===== src/dss_pkg.sv =====
/*
 * dss_pkg: constants of the disk sector sequencer (geometry, sector
 * format, header and error bit layout, fifo defaults).
 * assumes: used by dss_top through scoped names only.
 */
package dss_pkg;

  // ----------------------------------------------------------------
  // geometry
  // ----------------------------------------------------------------
  localparam int NUM_DRIVES = 8;
  localparam int DRV_W = 3;
  localparam int NUM_CYL = 203;
  localparam int CYL_W = 8;
  localparam logic [7:0] LAST_CYL = 8'hCA;
  localparam int SEC_W = 4;
  localparam logic [3:0] LAST_SEC = 4'hB;
  localparam int WORD_W = 16;
  localparam int WC_W = 17;

  // ----------------------------------------------------------------
  // sector format, in words
  // ----------------------------------------------------------------
  localparam logic [8:0] PRE_WORDS = 9'h00D;
  localparam logic [8:0] DATA_WORDS = 9'h100;
  localparam logic [15:0] SYNC_WORD = 16'h0001;
  localparam logic [15:0] FILL_WORD = 16'h0000;

  // ----------------------------------------------------------------
  // header word layout: cylinder, surface, sector
  // ----------------------------------------------------------------
  localparam int HDR_CYL_LSB = 5;
  localparam int HDR_SUR_BIT = 4;
  localparam int HDR_SEC_LSB = 0;

  // ----------------------------------------------------------------
  // error register bits and retries
  // ----------------------------------------------------------------
  localparam int ERR_SEEK_BIT = 12;
  localparam int ERR_WLOCK_BIT = 13;
  localparam int ERR_OVR_BIT = 14;
  localparam logic [4:0] SEEK_TRIES = 5'h10;
  localparam logic [15:0] ERR_RESET = 16'h0000;

  // ----------------------------------------------------------------
  // input synchroniser slots and fifo defaults
  // ----------------------------------------------------------------
  localparam int PIN_SECTOR = 0;
  localparam int PIN_INDEX = 1;
  localparam int PIN_SEEKRDY = 2;
  localparam int PIN_WPROT = 3;
  localparam int NUM_PINS = 4;
  localparam int FIFO_DEPTH = 16;

endpackage : dss_pkg


===== src/dss_top.sv =====
/*
 * dss_top: disk-side addressing and sector sequencing for a moving-head
 * cartridge disk controller, write direction. host words pass a fifo
 * and leave as formatted sectors toward the selected drive.
 * assumes: sector, index, seek-ready and write-protect come from the
 * drive pins asynchronously; header words and word-ready come from the
 * serialiser on mclk.
 */
`timescale 1ns/1ps
module dss_top #(
  parameter int FIFO_DEPTH = dss_pkg::FIFO_DEPTH
) (
  input wire logic mclk,
  input wire logic resetn,
  input wire logic start,
  input wire logic [15:0] word_count,
  input wire logic [2:0] drive_num,
  input wire logic [7:0] start_cyl,
  input wire logic start_surface,
  input wire logic [3:0] start_sector,
  input wire logic wlock_req,
  input wire logic dma_valid,
  output logic dma_ready,
  input wire logic [15:0] dma_data,
  input wire logic sector_pin,
  input wire logic index_pin,
  input wire logic seek_ready_pin,
  input wire logic wprot_pin,
  input wire logic hdr_valid,
  input wire logic [15:0] hdr_word,
  input wire logic disk_ready,
  output logic [15:0] disk_word,
  output logic disk_word_valid,
  output logic [7:0] drive_sel,
  output logic [7:0] cyl_addr,
  output logic surface_select,
  output logic [3:0] sector_addr,
  output logic seek_strobe,
  output logic wlock_strobe,
  output logic write_gate,
  output logic busy,
  output logic done,
  output logic [15:0] error_reg
);

  if (FIFO_DEPTH < 2) begin : g_bad
    $error("dss_top: fifo depth too small");
  end

  typedef enum logic [2:0] {
    ST_IDLE, ST_SEEK, ST_SEEKWAIT, ST_HDR, ST_WSEC, ST_XFER, ST_NEXT
  } dss_state_t;
  typedef enum logic [2:0] {
    FD_PRE, FD_SYNC, FD_HDR, FD_DATA, FD_CSUM, FD_POST
  } dss_field_t;

  dss_state_t state_q;
  dss_field_t field_q;
  logic [dss_pkg::NUM_PINS-1:0] pin_raw;
  logic [dss_pkg::NUM_PINS-1:0] s1_q;
  logic [dss_pkg::NUM_PINS-1:0] s2_q;
  logic [dss_pkg::NUM_PINS-1:0] s3_q;
  logic [dss_pkg::NUM_PINS-1:0] filt_q;
  logic [dss_pkg::NUM_PINS-1:0] rise;
  logic [2:0] drive_q;
  logic [7:0] cyl_q;
  logic sur_q;
  logic [3:0] sec_q;
  logic [3:0] sect_cnt_q;
  logic idx_seen_q;
  logic [16:0] left_q;
  logic [4:0] tries_q;
  logic [8:0] fcnt_q;
  logic [15:0] csum_q;
  logic [15:0] err_q;
  logic f_valid;
  logic f_ready;
  logic [15:0] f_data;
  logic word_go;
  logic hdr_ok;
  logic [15:0] hdr_out;

  // ----------------------------------------------------------------
  // pin synchronisers: a change counts once stages two and three agree
  // ----------------------------------------------------------------
  assign pin_raw = {wprot_pin, seek_ready_pin, index_pin, sector_pin};
  for (genvar i = 0; i < dss_pkg::NUM_PINS; i++) begin : g_sync
    always_ff @(posedge mclk or negedge resetn) begin
      if (!resetn) begin
        s1_q[i] <= 1'b0;
        s2_q[i] <= 1'b0;
        s3_q[i] <= 1'b0;
        filt_q[i] <= 1'b0;
      end else begin
        s1_q[i] <= pin_raw[i];
        s2_q[i] <= s1_q[i];
        s3_q[i] <= s2_q[i];
        if (s2_q[i] == s3_q[i]) begin
          filt_q[i] <= s3_q[i];
        end
      end
    end
    assign rise[i] = s2_q[i] && s3_q[i] && !filt_q[i];
  end

  // ----------------------------------------------------------------
  // data buffer between host and disk
  // ----------------------------------------------------------------
  dss_fifo #(
    .WIDTH(dss_pkg::WORD_W),
    .DEPTH(FIFO_DEPTH)
  ) u_fifo (
    .mclk(mclk),
    .resetn(resetn),
    .in_valid(dma_valid),
    .in_ready(dma_ready),
    .in_data(dma_data),
    .out_valid(f_valid),
    .out_ready(f_ready),
    .out_data(f_data)
  );

  // a word leaves when the serialiser wants one and data is at hand
  assign word_go = (state_q == ST_XFER) && disk_ready &&
                   ((field_q != FD_DATA) || (left_q == '0) || f_valid);
  assign f_ready = word_go && (field_q == FD_DATA) && (left_q != '0);
  assign hdr_ok = (hdr_word[dss_pkg::HDR_CYL_LSB +: dss_pkg::CYL_W] ==
                   cyl_q);
  assign hdr_out = {3'h0, cyl_q, sur_q, sec_q};

  // ----------------------------------------------------------------
  // rotational position: sector counter from sector and index pulses
  // ----------------------------------------------------------------
  always_ff @(posedge mclk or negedge resetn) begin
    if (!resetn) begin
      sect_cnt_q <= 4'h0;
      idx_seen_q <= 1'b0;
    end else begin
      if (rise[dss_pkg::PIN_SECTOR]) begin
        idx_seen_q <= 1'b0;
        if (idx_seen_q || sect_cnt_q == dss_pkg::LAST_SEC) begin
          sect_cnt_q <= 4'h0;
        end else begin
          sect_cnt_q <= sect_cnt_q + 4'h1;
        end
      end
      if (rise[dss_pkg::PIN_INDEX]) begin
        idx_seen_q <= 1'b1;
      end
    end
  end

  // ----------------------------------------------------------------
  // main sequencer: seek, header check, sector wait, transfer, advance
  // ----------------------------------------------------------------
  always_ff @(posedge mclk or negedge resetn) begin
    if (!resetn) begin
      state_q <= ST_IDLE;
      drive_q <= 3'h0;
      cyl_q <= 8'h00;
      sur_q <= 1'b0;
      sec_q <= 4'h0;
      left_q <= '0;
      tries_q <= 5'h00;
      err_q <= dss_pkg::ERR_RESET;
      done <= 1'b0;
      seek_strobe <= 1'b0;
    end else begin
      done <= 1'b0;
      seek_strobe <= 1'b0;
      case (state_q)
        ST_IDLE: begin
          if (start) begin
            drive_q <= drive_num;
            cyl_q <= start_cyl;
            sur_q <= start_surface;
            sec_q <= start_sector;
            left_q <= (word_count == 16'h0000) ? 17'h10000 :
                      {1'b0, word_count};
            err_q <= dss_pkg::ERR_RESET;
            tries_q <= 5'h00;
            if (start_cyl > dss_pkg::LAST_CYL ||
                start_sector > dss_pkg::LAST_SEC) begin
              err_q[dss_pkg::ERR_OVR_BIT] <= 1'b1;
              done <= 1'b1;
            end else if (filt_q[dss_pkg::PIN_WPROT]) begin
              err_q[dss_pkg::ERR_WLOCK_BIT] <= 1'b1;
              done <= 1'b1;
            end else begin
              state_q <= ST_SEEK;
            end
          end
        end
        ST_SEEK: begin
          seek_strobe <= 1'b1;
          tries_q <= tries_q + 5'h01;
          state_q <= ST_SEEKWAIT;
        end
        ST_SEEKWAIT: begin
          if (!seek_strobe && filt_q[dss_pkg::PIN_SEEKRDY]) begin
            state_q <= ST_HDR;
          end
        end
        ST_HDR: begin
          if (hdr_valid) begin
            if (hdr_ok) begin
              tries_q <= 5'h00;
              state_q <= ST_WSEC;
            end else if (tries_q == dss_pkg::SEEK_TRIES) begin
              err_q[dss_pkg::ERR_SEEK_BIT] <= 1'b1;
              done <= 1'b1;
              state_q <= ST_IDLE;
            end else begin
              state_q <= ST_SEEK;
            end
          end
        end
        ST_WSEC: begin
          if (rise[dss_pkg::PIN_SECTOR] &&
              (idx_seen_q ? 4'h0 : sect_cnt_q + 4'h1) == sec_q) begin
            state_q <= ST_XFER;
          end
        end
        ST_XFER: begin
          if (f_ready) begin
            left_q <= left_q - 17'h00001;
          end
          if (word_go && field_q == FD_POST) begin
            state_q <= ST_NEXT;
          end
        end
        ST_NEXT: begin
          if (sec_q != dss_pkg::LAST_SEC) begin
            sec_q <= sec_q + 4'h1;
          end else begin
            sec_q <= 4'h0;
          end
          if (left_q == '0) begin
            done <= 1'b1;
            state_q <= ST_IDLE;
          end else if (sec_q != dss_pkg::LAST_SEC) begin
            state_q <= ST_WSEC;
          end else if (!sur_q) begin
            sur_q <= 1'b1;
            state_q <= ST_WSEC;
          end else if (cyl_q == dss_pkg::LAST_CYL) begin
            err_q[dss_pkg::ERR_OVR_BIT] <= 1'b1;
            done <= 1'b1;
            state_q <= ST_IDLE;
          end else begin
            sur_q <= 1'b0;
            cyl_q <= cyl_q + 8'h01;
            state_q <= ST_SEEK;
          end
        end
        default: begin
          state_q <= ST_IDLE;
        end
      endcase
    end
  end

  // ----------------------------------------------------------------
  // sector formatter: field sequence and checksum
  // ----------------------------------------------------------------
  always_ff @(posedge mclk or negedge resetn) begin
    if (!resetn) begin
      field_q <= FD_PRE;
      fcnt_q <= 9'h000;
      csum_q <= 16'h0000;
      disk_word <= 16'h0000;
      disk_word_valid <= 1'b0;
    end else begin
      disk_word_valid <= word_go;
      if (state_q != ST_XFER) begin
        field_q <= FD_PRE;
        fcnt_q <= 9'h000;
        csum_q <= 16'h0000;
      end else if (word_go) begin
        fcnt_q <= fcnt_q + 9'h001;
        case (field_q)
          FD_PRE: begin
            disk_word <= dss_pkg::FILL_WORD;
            // the thirteenth preamble word is the one with the sync bit
            if (fcnt_q == dss_pkg::PRE_WORDS - 9'h002) begin
              field_q <= FD_SYNC;
            end
          end
          FD_SYNC: begin
            disk_word <= dss_pkg::SYNC_WORD;
            field_q <= FD_HDR;
          end
          FD_HDR: begin
            disk_word <= hdr_out;
            fcnt_q <= 9'h000;
            field_q <= FD_DATA;
          end
          FD_DATA: begin
            disk_word <= (left_q != '0) ? f_data : dss_pkg::FILL_WORD;
            csum_q <= csum_q + ((left_q != '0) ? f_data : 16'h0000);
            if (fcnt_q == dss_pkg::DATA_WORDS - 9'h001) begin
              field_q <= FD_CSUM;
            end
          end
          FD_CSUM: begin
            disk_word <= csum_q;
            field_q <= FD_POST;
          end
          FD_POST: begin
            disk_word <= dss_pkg::FILL_WORD;
          end
          default: begin
            field_q <= FD_PRE;
          end
        endcase
      end
    end
  end

  // ----------------------------------------------------------------
  // drive outputs: one-hot select, address, write lock, status
  // ----------------------------------------------------------------
  always_ff @(posedge mclk or negedge resetn) begin
    if (!resetn) begin
      drive_sel <= 8'h00;
      cyl_addr <= 8'h00;
      surface_select <= 1'b0;
      sector_addr <= 4'h0;
      wlock_strobe <= 1'b0;
      write_gate <= 1'b0;
      busy <= 1'b0;
      error_reg <= dss_pkg::ERR_RESET;
    end else begin
      drive_sel <= 8'h01 << drive_q;
      cyl_addr <= cyl_q;
      surface_select <= sur_q;
      sector_addr <= sec_q;
      wlock_strobe <= wlock_req && (state_q == ST_IDLE);
      write_gate <= (state_q == ST_XFER);
      busy <= (state_q != ST_IDLE) || start;
      error_reg <= err_q;
    end
  end

endmodule : dss_top


===== src/dss_fifo.sv =====
/*
 * dss_fifo: first-word-fall-through fifo, valid/ready on both sides,
 * registered full and empty flags.
 * assumes: one clock, asynchronous active-low reset, depth a power of 2.
 */
`timescale 1ns/1ps
module dss_fifo #(
  parameter int WIDTH = 16,
  parameter int DEPTH = 16
) (
  input wire logic mclk,
  input wire logic resetn,
  input wire logic in_valid,
  output logic in_ready,
  input wire logic [WIDTH-1:0] in_data,
  output logic out_valid,
  input wire logic out_ready,
  output logic [WIDTH-1:0] out_data
);

  localparam int AW = $clog2(DEPTH);

  // ----------------------------------------------------------------
  // elaboration check
  // ----------------------------------------------------------------
  if (DEPTH < 2 || (1 << AW) != DEPTH || WIDTH < 1) begin : g_bad
    $error("dss_fifo: depth must be a power of two of at least 2");
  end

  logic [WIDTH-1:0] mem [DEPTH];
  logic [AW-1:0] wr_ptr_q;
  logic [AW-1:0] rd_ptr_q;
  logic [AW:0] count_q;
  logic [AW:0] count_d;
  logic empty_q;
  logic push;
  logic pop;

  assign push = in_valid && in_ready;
  assign pop = out_ready && !empty_q;
  assign out_valid = !empty_q;
  assign out_data = mem[rd_ptr_q];

  // occupancy after this cycle's push and pop
  always_comb begin
    count_d = count_q;
    if (push && !pop) begin
      count_d = count_q + (AW+1)'(1);
    end else if (pop && !push) begin
      count_d = count_q - (AW+1)'(1);
    end
  end

  // storage write
  always_ff @(posedge mclk) begin
    if (push) begin
      mem[wr_ptr_q] <= in_data;
    end
  end

  // pointers and flags
  always_ff @(posedge mclk or negedge resetn) begin
    if (!resetn) begin
      wr_ptr_q <= '0;
      rd_ptr_q <= '0;
      count_q <= '0;
      in_ready <= 1'b1;
      empty_q <= 1'b1;
    end else begin
      if (push) begin
        wr_ptr_q <= wr_ptr_q + AW'(1);
      end
      if (pop) begin
        rd_ptr_q <= rd_ptr_q + AW'(1);
      end
      count_q <= count_d;
      in_ready <= (count_d != (AW+1)'(DEPTH));
      empty_q <= (count_d == '0);
    end
  end

endmodule : dss_fifo


===== config.mk =====
export PLATFORM = sky130hd
export DESIGN_NAME = dss_top
export DESIGN_NICKNAME = d
export VERILOG_FILES = /design/src/dss_pkg.sv /design/src/dss_top.sv /design/src/dss_fifo.sv
export SDC_FILE = /design/constraint.sdc
export NUM_CORES = 1
export LEC_CHECK = 0
export ABC_CLOCK_PERIOD_IN_PS = 4800
export BUFFER_PORTS_ARGS = -buffer_cell sky130_fd_sc_hd__buf_2
export CAP_MARGIN = 25
export CORE_AREA = 4 4 251 253
export DETAILED_ROUTE_END_ITERATION = 8
export DIE_AREA = 0 0 255 257
export GPL_TIMING_DRIVEN = 0
export HOLD_SLACK_MARGIN = 0.05
export PLACE_DENSITY = 0.48
export SLEW_MARGIN = 20
export SYNTH_ARGS = -nofsm -noshare
export SYNTH_HDL_FRONTEND = slang
export SYNTH_SLANG_ARGS = --single-unit

===== constraint.sdc =====
create_clock -name mclk -period 4.8 [get_ports mclk]
set_clock_uncertainty 0.05 [all_clocks]
set_input_delay 0.48 -clock mclk [delete_from_list [all_inputs] [get_ports mclk]]
set_output_delay 0.48 -clock mclk [all_outputs]
set_load 0.005 [all_outputs]

== Yosys cells after proc, flatten, opt, wreduce, memory -nomap -nowiden ==
Memories as Yosys holds them, arrays and structs flattened.
Cells that the tools add are included.
Word-level totals
  memories: 1
  word-level logic and storage cells: 245
  memory bits (writable): 256
  flip-flop bits (word level): 154
Operators by class
  magnitude comparators: 2
  add/subtract/negate cells: 11
  mux-type cells: 81
  reductions and logical operators: 55
  bitwise operators: 1
  eq/ne operators: 45
  shifts and indexed selects: 1
Memory list
  u_fifo.mem: words 16, bits a word 16, rd ports 1, clocked after Yosys merged registers in 0, write ports 1, line dss_fifo.sv:30  | logic [WIDTH-1:0] mem [DEPTH];
Operators with widths (count)
  $pmux W16 S5: 1
  $mux W16: 4
  $mux W17: 3
  $mux W3: 15
  $mux W8: 5
  $pmux W17 S2: 1
  $mux W1: 30
  $ne A2 B2 Y1 const B: 15
  $mux W9: 3
  $mux W5: 5
  $pmux W3 S7: 1
  $pmux W3 S6: 1
  $logic_not A17 Y1: 1
  $reduce_bool A17 Y1: 1
  $sub A17 B1 Y17 const B: 1
  $add A16 B16 Y16: 1
  $add A4 B1 Y4 const B: 4
  $logic_and A1 B1 Y1: 16
  $logic_not A16 Y1: 1
  $mux W4: 4
  $pmux W8 S2: 1
  $eq A3 B3 Y1 const B: 5
  $mux W15: 1
  $pmux W5 S3: 1
  41 further kinds: 75

== Depth between registers and ports, before layout ==
Gate-level depths: netlist of run 1.
  depth after elaboration: 11
  depth in mapped cells: 19
  depth with buffers taken out: 17

== Modules after synthesis ==
From an unflattened synthesis of run 1, not the netlist that was laid out.
Unflattened totals
  cell total of the unflattened synthesis: 1385
  area, all modules: 18412.7 um^2
By module, submodules not included
  dss_fifo: area an instance 10490.1 um^2, cells each 480, sequential area each 8065.2 um^2, instances 1
  dss_top: area an instance 7922.6 um^2, cells each 905, sequential area each 3478.3 um^2, instances 1

== Worst setup path after synthesis of run 1 ==
No wires, ideal clock.
  path type: flip-flop to flip-flop
  from: register u_fifo.rd_ptr_q[0]
  to: register csum_q[7]
  cell stages (with the launch flop): 17
  arrival: 5.088 ns
  clock period less this slack: 5.216 ns
  path slack: -0.416 ns
  path buffers: 3
  path through: dfrtp_1 buf_2 buf_1 buf_1 mux4_2 mux4_2 nor2b_1 ha_1 a21o_1 a21o_1 maj3_2 maj3_2 maj3_1 a21oi_1 xor2_1 or3_1 a21oi_1
Between the ends
  word-level cells in the longest chain between the ends: 6
Ends and longest elaborated chain
  from (decl): line dss_fifo.sv:32  | logic [AW-1:0] rd_ptr_q;
  from (signal assigned): line dss_fifo.sv:74  | rd_ptr_q <= rd_ptr_q + AW'(1);
  $mem_v2 Z16 W16
  $mux W16: line dss_top.sv:300  | csum_q <= csum_q + ((left_q != '0) ? f_data : 16'h0000);
  $add A16 B16 Y16: line dss_top.sv:300
  $mux W16: line dss_top.sv:281  | case (field_q)
  $mux W16: line dss_top.sv:279  | end else if (word_go) begin
  $mux W16: line dss_top.sv:275  | if (state_q != ST_XFER) begin
  to (signal assigned): line dss_top.sv:300
  to (decl): line dss_top.sv:74  | logic [15:0] csum_q;
No other way between the ends. The select of a mux whose other input is x is not followed.
A chain may end at the register's enable or synchronous reset.

== Worst setup path after layout of run 1 ==
Ends and elaborated chain as after synthesis.

==> results.ini, run 1 <==
[outcome]
status=finished, final reports clean

[cts]
cts_made_buffers=45
cts.clk_slew.worst_paths_ns=0.06
clk_latency_ns=0.57
cts_tree=yes
clockRootBuffer=clkbuf_16
cts_buffer_depth=3
htreeDepth=2
cts.sinks=410

[floorplanning]
rows=91
io_pins=135
fp.dieW_um=255
start_util_pct=29.6
die_h_um=257
core_um2=61000
die_area_um2=65500

[timing]
max_clock_freq_mhz=217
setup_tns_ns=0
setup_viol=0
slew_viol_final=0
hold_viol_final=0
worst_pin_slew_ns=0.778
period_minus_slack_ns=4.61
relSlewSlack_pct=48.1
finalCritPeriodShare_pct=96.0
fin_ws_ns=0.191
rsz0062_at_grt=no

[global_routing]
grt_max_degree=87
grt_util_met2_pct=23.6
met3_usage_pct=2.43
globalRouteMet1Util_pct=20.1
grt_pass1_wl_um=72100
grt_pass1_vias=11351
antenna_found_initial=8
grt_overflow=0
top_usage_layer=met2
grt_use_total_pct=14.5

[cells_and_area]
synthToLayoutAreaGrowth_pct=19.0
layout_commonest_cell=edfxtp_1
largest_reg_flops=256
reg.largest.list=u_fifo.mem (256), left_q (17)
final_area_um2=21500
fill_cells=5883
drive_above_1_share_pct=22.0
finish.utilization_pct=35.3
layout.cells.most_common_list=256 x edfxtp_1, 151 x dfrtp_1, 112 x buf_2, 97 x nand2_1, 95 x o21ai_0
nNetsFinal=1586
regMostFlops=u_fifo.mem

[placement]
finalWeightedCongestion=0.814
port_buffers=113
placed_area_um2=19700
dp_worst_setup_slack_ns=-1.26
dp_hpwl_um=31600

[worst_setup_path]
r2r_cells=15
worstPathMaxFanout=15
rr_startpoint=u_fifo.rd_ptr_q[0]$_DFFE_PN0P_
r2r_setup_slack_ns=0.19
critPathCaptureType=register
critPathLaunchType=register
cp.arrival_ns=5.04
r2r_end=csum_q[7]$_DFFE_PN0P_
critPathRequiredTime_ns=5.23
path_class=register to register

[synthesis]
synth_area_per_cell_um2=14.0
synthArstFlopShare_pct=37.6
yosysSeqAreaShare_pct=63.8
ys_seq_elements=410
synth_ff_type=edfxtp_1
syn-cell-area_um2=18100
synth_cell_types=76
synth_cells=1288
yosysWarnings=0
synth_edf_count=256

[drt]
detail-route-antenna-nets=0
drt-initial-drc-count=718
routed_via_density=4.94
first_pass_iters=5
vias=11420
drc_errors=0
drt-total-wl_um=48200
routedWlPerCell_um=20.9

[power_and_ir_drop]
leakage_nw=7.98
ir_drop_v=0.000262
p_per_area_nw_per_um2=454
power_mw=9.77

[worst_hold_path]
min_path_cells=3
hp-class=primary input to register
hp-start=start_cyl[0]
min_to=cyl_q[0]$_DFFE_PN0P_

[flow_run]
cap_violations=0

==> power breakdown <==
group          leakage, nW  internal [mW]  total (mW)  switching (mW)
combinational         2.98          0.625        1.71            1.09
sequential            4.29           4.31        4.66           0.346
clock                0.714           1.97        3.40            1.43
total                 7.98           6.91        9.77            2.86
==> routing by layer <==
layer	share of wire (%)	wire [µm]	vias to the layer above
li1	-	-	5282
met1	45	21700	5811
met2	48	23100	252
met3	4.6	2230	69
met4	2.2	1050	6
met5	0.081	39	-
==> metrics by stage <==
step | hold WS (ns) | instances
after floorplan | 0.134 | 1300
after global placement | 0.286 | 2203
after detailed placement | 0.290 | 2204
after CTS | 0.0847 | 2296
after global routing | 0.104 | 2307
final | 0.121 | 2310
==> timing repair <==
| item | 4_1_cts | 5_1_grt |
|---|---|---|
| resized for setup | 31 | 12 |
| cloned | 0 | 0 |
| setup buffers | 1 | 12 |
| pin swaps | 0 | 1 |
| endpoints found under the hold margin | 91 | 0 |
| endpoints found under the setup margin | 13 | 8 |
| hold buffers | 9 | 0 |
==> cells by family after synthesis <==
group                      after synthesis  synth area share, %
adders and majority gates               40                 2.71
DFF                                    410                 63.8
xor gates and xnor gates                36                 1.74
buffers and inverters                  118                 2.82
muxes                                   99                 10.9
and+or+nand+nor                        327                 9.08
other                                    1               0.0207
AOI/OAI and AO/OA                      257                 8.88
==> area by class of cell <==
| cell class | instances | area [µm²] | area share, % |
|---|---|---|---|
| Multi-Input combinational cell | 772 | 6110 | 28.4 |
| Tap cell | 790 | 988 | 4.59 |
| Inverter | 37 | 139 | 0.645 |
| Sequential cell | 410 | 11500 | 53.7 |
| Clock inverter | 22 | 188 | 0.872 |
| Clock buffer | 62 | 1270 | 5.91 |
| Buffer | 78 | 475 | 2.21 |
| Timing Repair Buffer | 136 | 791 | 3.68 |
| Antenna cell | 3 | 7.51 | 0.0349 |
==> cells in the mapped netlist (all sizes together) (9+ instances only) <==
library cell  count  share of area, %
a22oi            10              0.42
nor3             21              0.58
a211oi           12              0.53
nor2             67               1.4
nor2b            21              0.77
maj3              9              0.53
and3             19              0.66
a22o             12              0.58
ha               30               2.1
xor2             16              0.77
inv              36              0.75
clkbuf           53               1.1
buf              28              0.95
nor3b            13              0.54
o21ai            99               2.7
nor4             11              0.38
edfxtp          256                43
a31oi            13              0.45
nand3            21              0.58
a21oi            60               1.7
mux4             76               9.6
xnor2            20              0.97
nand2            97               2.0
mux2i            17              0.94
nand2b            9              0.31
and2             16              0.55
dfrtp           152                21
==> worst max-delay path by stage <==
stage | to | cells past startpoint | start | slack (ns)
after floorplan | csum_q[7]$_DFFE_PN0P_ | 16 | u_fifo.rd_ptr_q[1]$_DFFE_PN0P_ | 0.03
after global placement | csum_q[13]$_DFFE_PN0P_ | 16 | u_fifo.rd_ptr_q[1]$_DFFE_PN0P_ | -1.26
after detailed placement | csum_q[14]$_DFFE_PN0P_ | 16 | u_fifo.rd_ptr_q[1]$_DFFE_PN0P_ | -1.26
after CTS | csum_q[13]$_DFFE_PN0P_ | 13 | u_fifo.rd_ptr_q[3]$_DFFE_PN0P_ | 0.01
after global routing | csum_q[7]$_DFFE_PN0P_ | 15 | u_fifo.rd_ptr_q[0]$_DFFE_PN0P_ | 0.01
final | csum_q[7]$_DFFE_PN0P_ | 15 | u_fifo.rd_ptr_q[0]$_DFFE_PN0P_ | 0.19
==> critical path, stage by stage (launching register included) <==
cell,delay (ns)
dfrtp_2,0.41
buf_12,0.19
buf_12,0.18
mux4_2,0.51
mux4_2,0.53
nor2b_2,0.22
ha_1,0.28
a21o_1,0.16
a21o_1,0.20
maj3_2,0.31
maj3_2,0.36
maj3_1,0.36
a21oi_1,0.18
xor2_1,0.09
or3_1,0.33
a21oi_1,0.15
No activity file was read; power rests on OpenSTA's default activity.
==> run 2, diff against run 1 <==
SETUP_SLACK_MARGIN = 0.3   (was unset)
TNS_END_PERCENT = 20   (was unset)
==> run 2 against run 1 <==
Effect of this change: wire length shrank 0.22%; via count is essentially flat; utilization grew 0.79 points; die area is the same; sequential power is essentially flat; register-to-register slack gained 0.15 ns; highest routed layer unchanged; sequential share of layout area shrank 1.2 points; worst hold slack lost 0.018 ns; critical endpoint is now csum_q[15]$_DFFE_PN0P_; critical path type unchanged.
==> results.ini, run 2 (synthesized netlist as in run 1, its figures left out) <==
[timing]
relSlewSlack_pct=40.9  ; -7.3 points
finalCritPeriodShare_pct=92.9  ; -3.1 points
rsz0062_at_grt=yes
setup_tns_ns=0  ; unchanged
worst_pin_slew_ns=0.885  ; +0.107 ns
setup_viol=0  ; unchanged
slew_viol_final=0  ; unchanged
hold_viol_final=0  ; unchanged
max_clock_freq_mhz=224  ; +3.4%
period_minus_slack_ns=4.46  ; -0.150 ns

[cells_and_area]
regMostFlops=u_fifo.mem
reg.largest.list=u_fifo.mem (256), left_q (17)
synthToLayoutAreaGrowth_pct=21.7
fill_cells=5860  ; -0.39%
drive_above_1_share_pct=24.1  ; +2.1 points
layout.cells.most_common_list=256 x edfxtp_1, 151 x dfrtp_1, 112 x buf_2, 97 x nand2_1, 94 x o21ai_0
largest_reg_flops=256  ; unchanged
layout_commonest_cell=edfxtp_1
finish.utilization_pct=36.1  ; +0.79 points
nNetsFinal=1601  ; +0.95%
seq_area_um2=11500  ; unchanged
multi_input_area_um2=6270  ; +2.6%

[floorplanning]
die_area_um2=65500  ; unchanged
start_util_pct=29.6  ; unchanged
rows=91  ; unchanged
die_h_um=257  ; unchanged
fp.dieW_um=255  ; unchanged
io_pins=135  ; unchanged
core_um2=61000  ; unchanged

[global_routing]
grt_use_total_pct=14.5  ; +0.052 points
grt_max_degree=93  ; +6.9%
grt_pass1_wl_um=72500  ; +0.59%
antenna_found_initial=3  ; -5
grt_overflow=0  ; unchanged
grt_pass1_vias=11668  ; +2.8%

[cts]
cts.sinks=410  ; unchanged
cts.clk_slew.worst_paths_ns=0.06  ; about the same
cts_tree=yes
clockRootBuffer=clkbuf_16
htreeDepth=2  ; unchanged
cts_buffer_depth=3  ; unchanged
clk_latency_ns=0.59  ; +0.02 ns
cts_made_buffers=46  ; +2.2%

[placement]
dp_hpwl_um=31300  ; -1.1%
finalWeightedCongestion=0.799  ; -1.7%
port_buffers=113  ; unchanged

[worst_setup_path]
cp_common_cell=clkbuf_16
critPathRequiredTime_ns=5.25  ; +0.02 ns
crit_chain=buf_8, clkbuf_16, clkbuf_16, clkbuf_16, mux4_2, mux4_2, nor2b_4, ha_4, a21o_1, a21o_1, maj3_2, maj3_2, a41o_1, o211ai_2, a211oi_2, or3_1, a21oi_2
path_class=register to register
slowest_stage=mux4_2
worstPathMaxFanout=5  ; -10
critPathLaunch=u_fifo.rd_ptr_q[1]$_DFFE_PN0P_
path_delay_family=compound AO/OA/AOI/OAI gates
cpPeakStageDelay_ns=0.55  ; +0.02 ns
rr_startpoint=u_fifo.rd_ptr_q[1]$_DFFE_PN0P_
critPathLaunchType=register
cp.arrival_ns=4.91  ; -0.13 ns
cp_num_buf_inv=4  ; +2
critPathCaptureType=register

[drt]
drc_errors=0  ; unchanged
routedWlPerCell_um=20.7  ; -0.82%
routed_via_density=4.91  ; -0.66%
first_pass_iters=7  ; +2
drt-total-wl_um=48100  ; -0.22%
vias=11413  ; -0.061%
drt-initial-drc-count=818  ; +14%
detail-route-antenna-nets=0  ; unchanged

[worst_hold_path]
hp-class=primary input to register
hp-start=start_cyl[0]

[outcome]
status=finished, final reports clean

[flow_run]
cap_violations=0  ; unchanged

[power_and_ir_drop]
ir_drop_v=0.000296  ; +13%
leakage_nw=8.18  ; +2.5%
p_per_area_nw_per_um2=456  ; +0.46%

==> run 2: area by class of cell <==
type	instances	share of cell area, %
repair buffers	149	4.29
clock inverters	18	1.22
plain buffers	79	2.47
clock buffers	68	5.93
multi-input cells	772	28.5
diodes	1	0.0114
flip-flops and latches	410	52.5
inverters	37	0.631
well taps	790	4.49
==> run 2: worst min-delay path, stage by stage <==
cell     delay (ns)
buf_2          0.10
nand3_1        0.06
nand2_1        0.06
==> run 2: repair_timing <==
item	4_1_cts	5_1_grt
hold buffers	9	0
pin swaps	9	15
setup endpoints to repair	11	8
hold endpoints to repair	70	0
resized for setup	51	28
cloned	1	1
buffers inserted	17	5
==> run 2: final timing paths <==
| path | endpoint | slack, ns | cells past startpoint |
|---|---|---|---|
| setup reg to reg | csum_q[15]$_DFFE_PN0P_ | 0.34 | 17 |
| hold reg to reg | s2_q[1]$_DFF_PN0_ | 0.30 | 0 |
| hold / removal | cyl_q[0]$_DFFE_PN0P_ | 0.10 | 3 |
| setup / recovery | csum_q[15]$_DFFE_PN0P_ | 0.34 | 17 |
| min in group asynchronous | drive_sel[6]$_DFF_PN0_ | 0.40 | 2 |
| max in group asynchronous | u_fifo.rd_ptr_q[0]$_DFFE_PN0P_ | 3.43 | 3 |
==> run 2: power breakdown <==
part	switching (mW)	internal, mW	total, mW
Combinational	1.08	0.642	1.72
Clock	1.46	2.17	3.63
Sequential	0.371	4.31	4.68
Total	2.91	7.13	10.0
==> run 2: per-stage QoR <==
step	power, mW	worst slack (ns)	cell area [µm²]	hold slack (ns)	instances
2_1_floorplan	5.70	0.315	18200	0.134	1300
3_3_place_gp	6.41	-0.601	19700	0.288	2203
3_5_place_dp	6.46	-0.606	19800	0.287	2206
4_1_cts	10.2	0.300	21800	0.0674	2319
5_1_grt	10.5	0.234	22000	0.105	2323
6_report	10.0	0.341	22000	0.103	2324
==> run 2: routing by layer <==
metal / global-route usage [%] / wire (µm)
met1: 20.0 / 21600
met3: 2.18 / 1950
met5: 0 / 7
met2: 24.3 / 23600
met4: 3.47 / 891
==> run 3, diff against run 2 <==
CTS_BUF_LIST = sky130_fd_sc_hd__clkbuf_16   (was unset)
RECOVER_POWER = 100   (was unset)
SKIP_LAST_GASP = 1   (was unset)
==> run 3 against run 2 <==
Effect of this change: the run now ends with capacitance limit, slew limit left; cell area shrank 0.89%; total power fell by 1.5%; sequential cell count unchanged; final cell count is essentially flat; combinational power about the same; fmax down 1.6%; worst hold slack worse by 0.0025 ns; first-iteration DRC count shrank 8.6%; wire length up 0.19%; utilization down 0.32 points; sequential share of layout area increased by 0.47 points; highest routed layer unchanged.
==> results.ini, run 3 (synthesized netlist as in run 1, its figures left out) <==
[timing]
slew_viol_final=233  ; +233
finalCritPeriodShare_pct=94.4  ; +1.5 points
period_minus_slack_ns=4.53  ; +0.0712 ns
rsz0062_at_grt=yes
timing.hold.ws_ns=0.101  ; -0.00248 ns
worst_pin_slew_ns=3.58  ; +2.69 ns
setup_tns_ns=0  ; unchanged
max_clock_freq_mhz=221  ; -1.6%
relSlewSlack_pct=-138  ; -180 points
hold_viol_final=0  ; unchanged
fin_ws_ns=0.270  ; -0.0712 ns
setup_viol=0  ; unchanged

[drt]
routedWlPerCell_um=20.7  ; +0.23%
drt-initial-drc-count=748  ; -8.6%
vias=11469  ; +0.49%
drt-total-wl_um=48200  ; +0.19%
routed_via_density=4.94  ; +0.53%
first_pass_iters=7  ; unchanged
detail-route-antenna-nets=0  ; unchanged
drc_errors=0  ; unchanged

[global_routing]
grt_max_degree=93  ; unchanged
grt_overflow=0  ; unchanged
grt_pass1_vias=11663  ; -0.043%
met3_usage_pct=2.18  ; unchanged
antenna_found_initial=3  ; unchanged
globalRouteMet1Util_pct=20.0  ; about the same
grt_use_total_pct=14.5  ; about the same
grt_util_met2_pct=24.3  ; about the same
top_usage_layer=met2
grt_pass1_wl_um=72500  ; about the same

[power_and_ir_drop]
leakage_nw=8.00  ; -2.1%
ir_drop_v=0.000293  ; -1.2%
power_mw=9.88  ; -1.5%
p_per_area_nw_per_um2=453  ; -0.67%

[floorplanning]
die_area_um2=65500  ; unchanged
core_um2=61000  ; unchanged
fp.dieW_um=255  ; unchanged
io_pins=135  ; unchanged
rows=91  ; unchanged
start_util_pct=29.6  ; unchanged
die_h_um=257  ; unchanged

[worst_setup_path]
r2r_cells=17  ; unchanged
r2r_end=csum_q[15]$_DFFE_PN0P_
critPathLaunchType=register
rr_startpoint=u_fifo.rd_ptr_q[1]$_DFFE_PN0P_
r2r_setup_slack_ns=0.27  ; -0.07 ns
worstPathMaxFanout=5  ; unchanged
cp.arrival_ns=4.98  ; +0.07 ns
critPathCaptureType=register
path_class=register to register
critPathRequiredTime_ns=5.25  ; about the same

[cts]
htreeDepth=2  ; unchanged
cts_tree=yes
clockRootBuffer=clkbuf_16
clk_latency_ns=0.59  ; about the same
cts.clk_slew.worst_paths_ns=0.06  ; about the same
cts_buffer_depth=3  ; unchanged
cts_made_buffers=46  ; unchanged
cts.sinks=410  ; unchanged

[worst_hold_path]
min_path_cells=3  ; unchanged
hp-class=primary input to register
min_to=cyl_q[0]$_DFFE_PN0P_
hp-start=start_cyl[0]

[cells_and_area]
layout.cells.most_common_list=256 x edfxtp_1, 151 x dfrtp_1, 97 x nand2_1, 97 x o21ai_0, 92 x clkbuf_1
diodes=0  ; -1
fin_cells=2323  ; -0.043%
regMostFlops=u_fifo.mem
drive_above_1_share_pct=19.3  ; -4.8 points
nNetsFinal=1601  ; unchanged
reg.largest.list=u_fifo.mem (256), left_q (17)
layout_commonest_cell=edfxtp_1
largest_reg_flops=256  ; unchanged
synthToLayoutAreaGrowth_pct=20.6
fill_cells=5906  ; +0.78%

[outcome]
violations=capacitance limit, slew limit
status=finished with violations

[placement]
port_buffers=113  ; unchanged
dp_cells=2206  ; unchanged
finalWeightedCongestion=0.799  ; unchanged
dp_hpwl_um=31300  ; unchanged
dp_worst_setup_slack_ns=-0.606  ; unchanged

[flow_run]
cap_violations=11  ; +11

==> run 3: layer usage <==
layer  vias up  wire [µm]
li1       5309          -
met1      5822      21400
met2       266      23600
met3        70       2180
met4         2        900
met5         -          7
==> run 3: critical path, cell delays in order, from the launching register on <==
cell,delay [ns]
dfrtp_1,0.41
buf_8,0.14
clkbuf_16,0.15
clkbuf_16,0.16
clkbuf_16,0.15
mux4_2,0.30
mux4_2,0.54
nor2b_1,0.23
ha_4,0.23
a21o_1,0.15
a21o_1,0.20
maj3_2,0.30
maj3_2,0.35
a41o_1,0.24
o211ai_2,0.20
a211oi_2,0.10
or3_1,0.40
a21oi_2,0.14
==> run 3: cell type report <==
class	count	area (µm²)	share of cell area, %
Sequential cell	410	11500	52.9
Multi-Input combinational cell	772	6240	28.6
Clock buffer	46	1150	5.28
Tap cell	790	988	4.53
Timing Repair Buffer	149	852	3.91
Buffer	79	543	2.49
Clock inverter	40	350	1.61
Inverter	37	139	0.637
==> run 3: power breakdown <==
| part | total, mW | switching (mW) | internal [mW] | leakage (nW) |
|---|---|---|---|---|
| sequential | 4.69 | 0.372 | 4.32 | 4.29 |
| combinational | 1.70 | 1.08 | 0.612 | 2.92 |
| clock | 3.49 | 1.46 | 2.03 | 0.794 |
| total | 9.88 | 2.92 | 6.96 | 8.00 |
==> run 3: worst max-delay path by stage <==
stage | from | to
global placement | u_fifo.rd_ptr_q[1]$_DFFE_PN0P_ | csum_q[7]$_DFFE_PN0P_
CTS | u_fifo.rd_ptr_q[0]$_DFFE_PN0P_ | csum_q[15]$_DFFE_PN0P_
global route | u_fifo.rd_ptr_q[1]$_DFFE_PN0P_ | csum_q[15]$_DFFE_PN0P_
finish | u_fifo.rd_ptr_q[1]$_DFFE_PN0P_ | csum_q[15]$_DFFE_PN0P_
detailed placement | u_fifo.rd_ptr_q[1]$_DFFE_PN0P_ | csum_q[7]$_DFFE_PN0P_
floorplan | u_fifo.rd_ptr_q[0]$_DFFE_PN0P_ | csum_q[7]$_DFFE_PN0P_
==> run 3: what timing repair did <==
action / in CTS / in global routing
hold buffers: 9 / 0
endpoints found under the setup margin: 11 / 8
setup buffers: 17 / 5
resized for setup: 51 / 28
cloned: 1 / 1
pin swaps: 9 / 15
endpoints found under the hold margin: 70 / 0
==> run 3: through the flow <==
step	area [µm²]	util, %
after floorplan	18200	-
after global placement	19700	32.3
after detailed placement	19800	32.4
after CTS	21800	35.7
after global routing	21800	35.7
final	21800	35.7
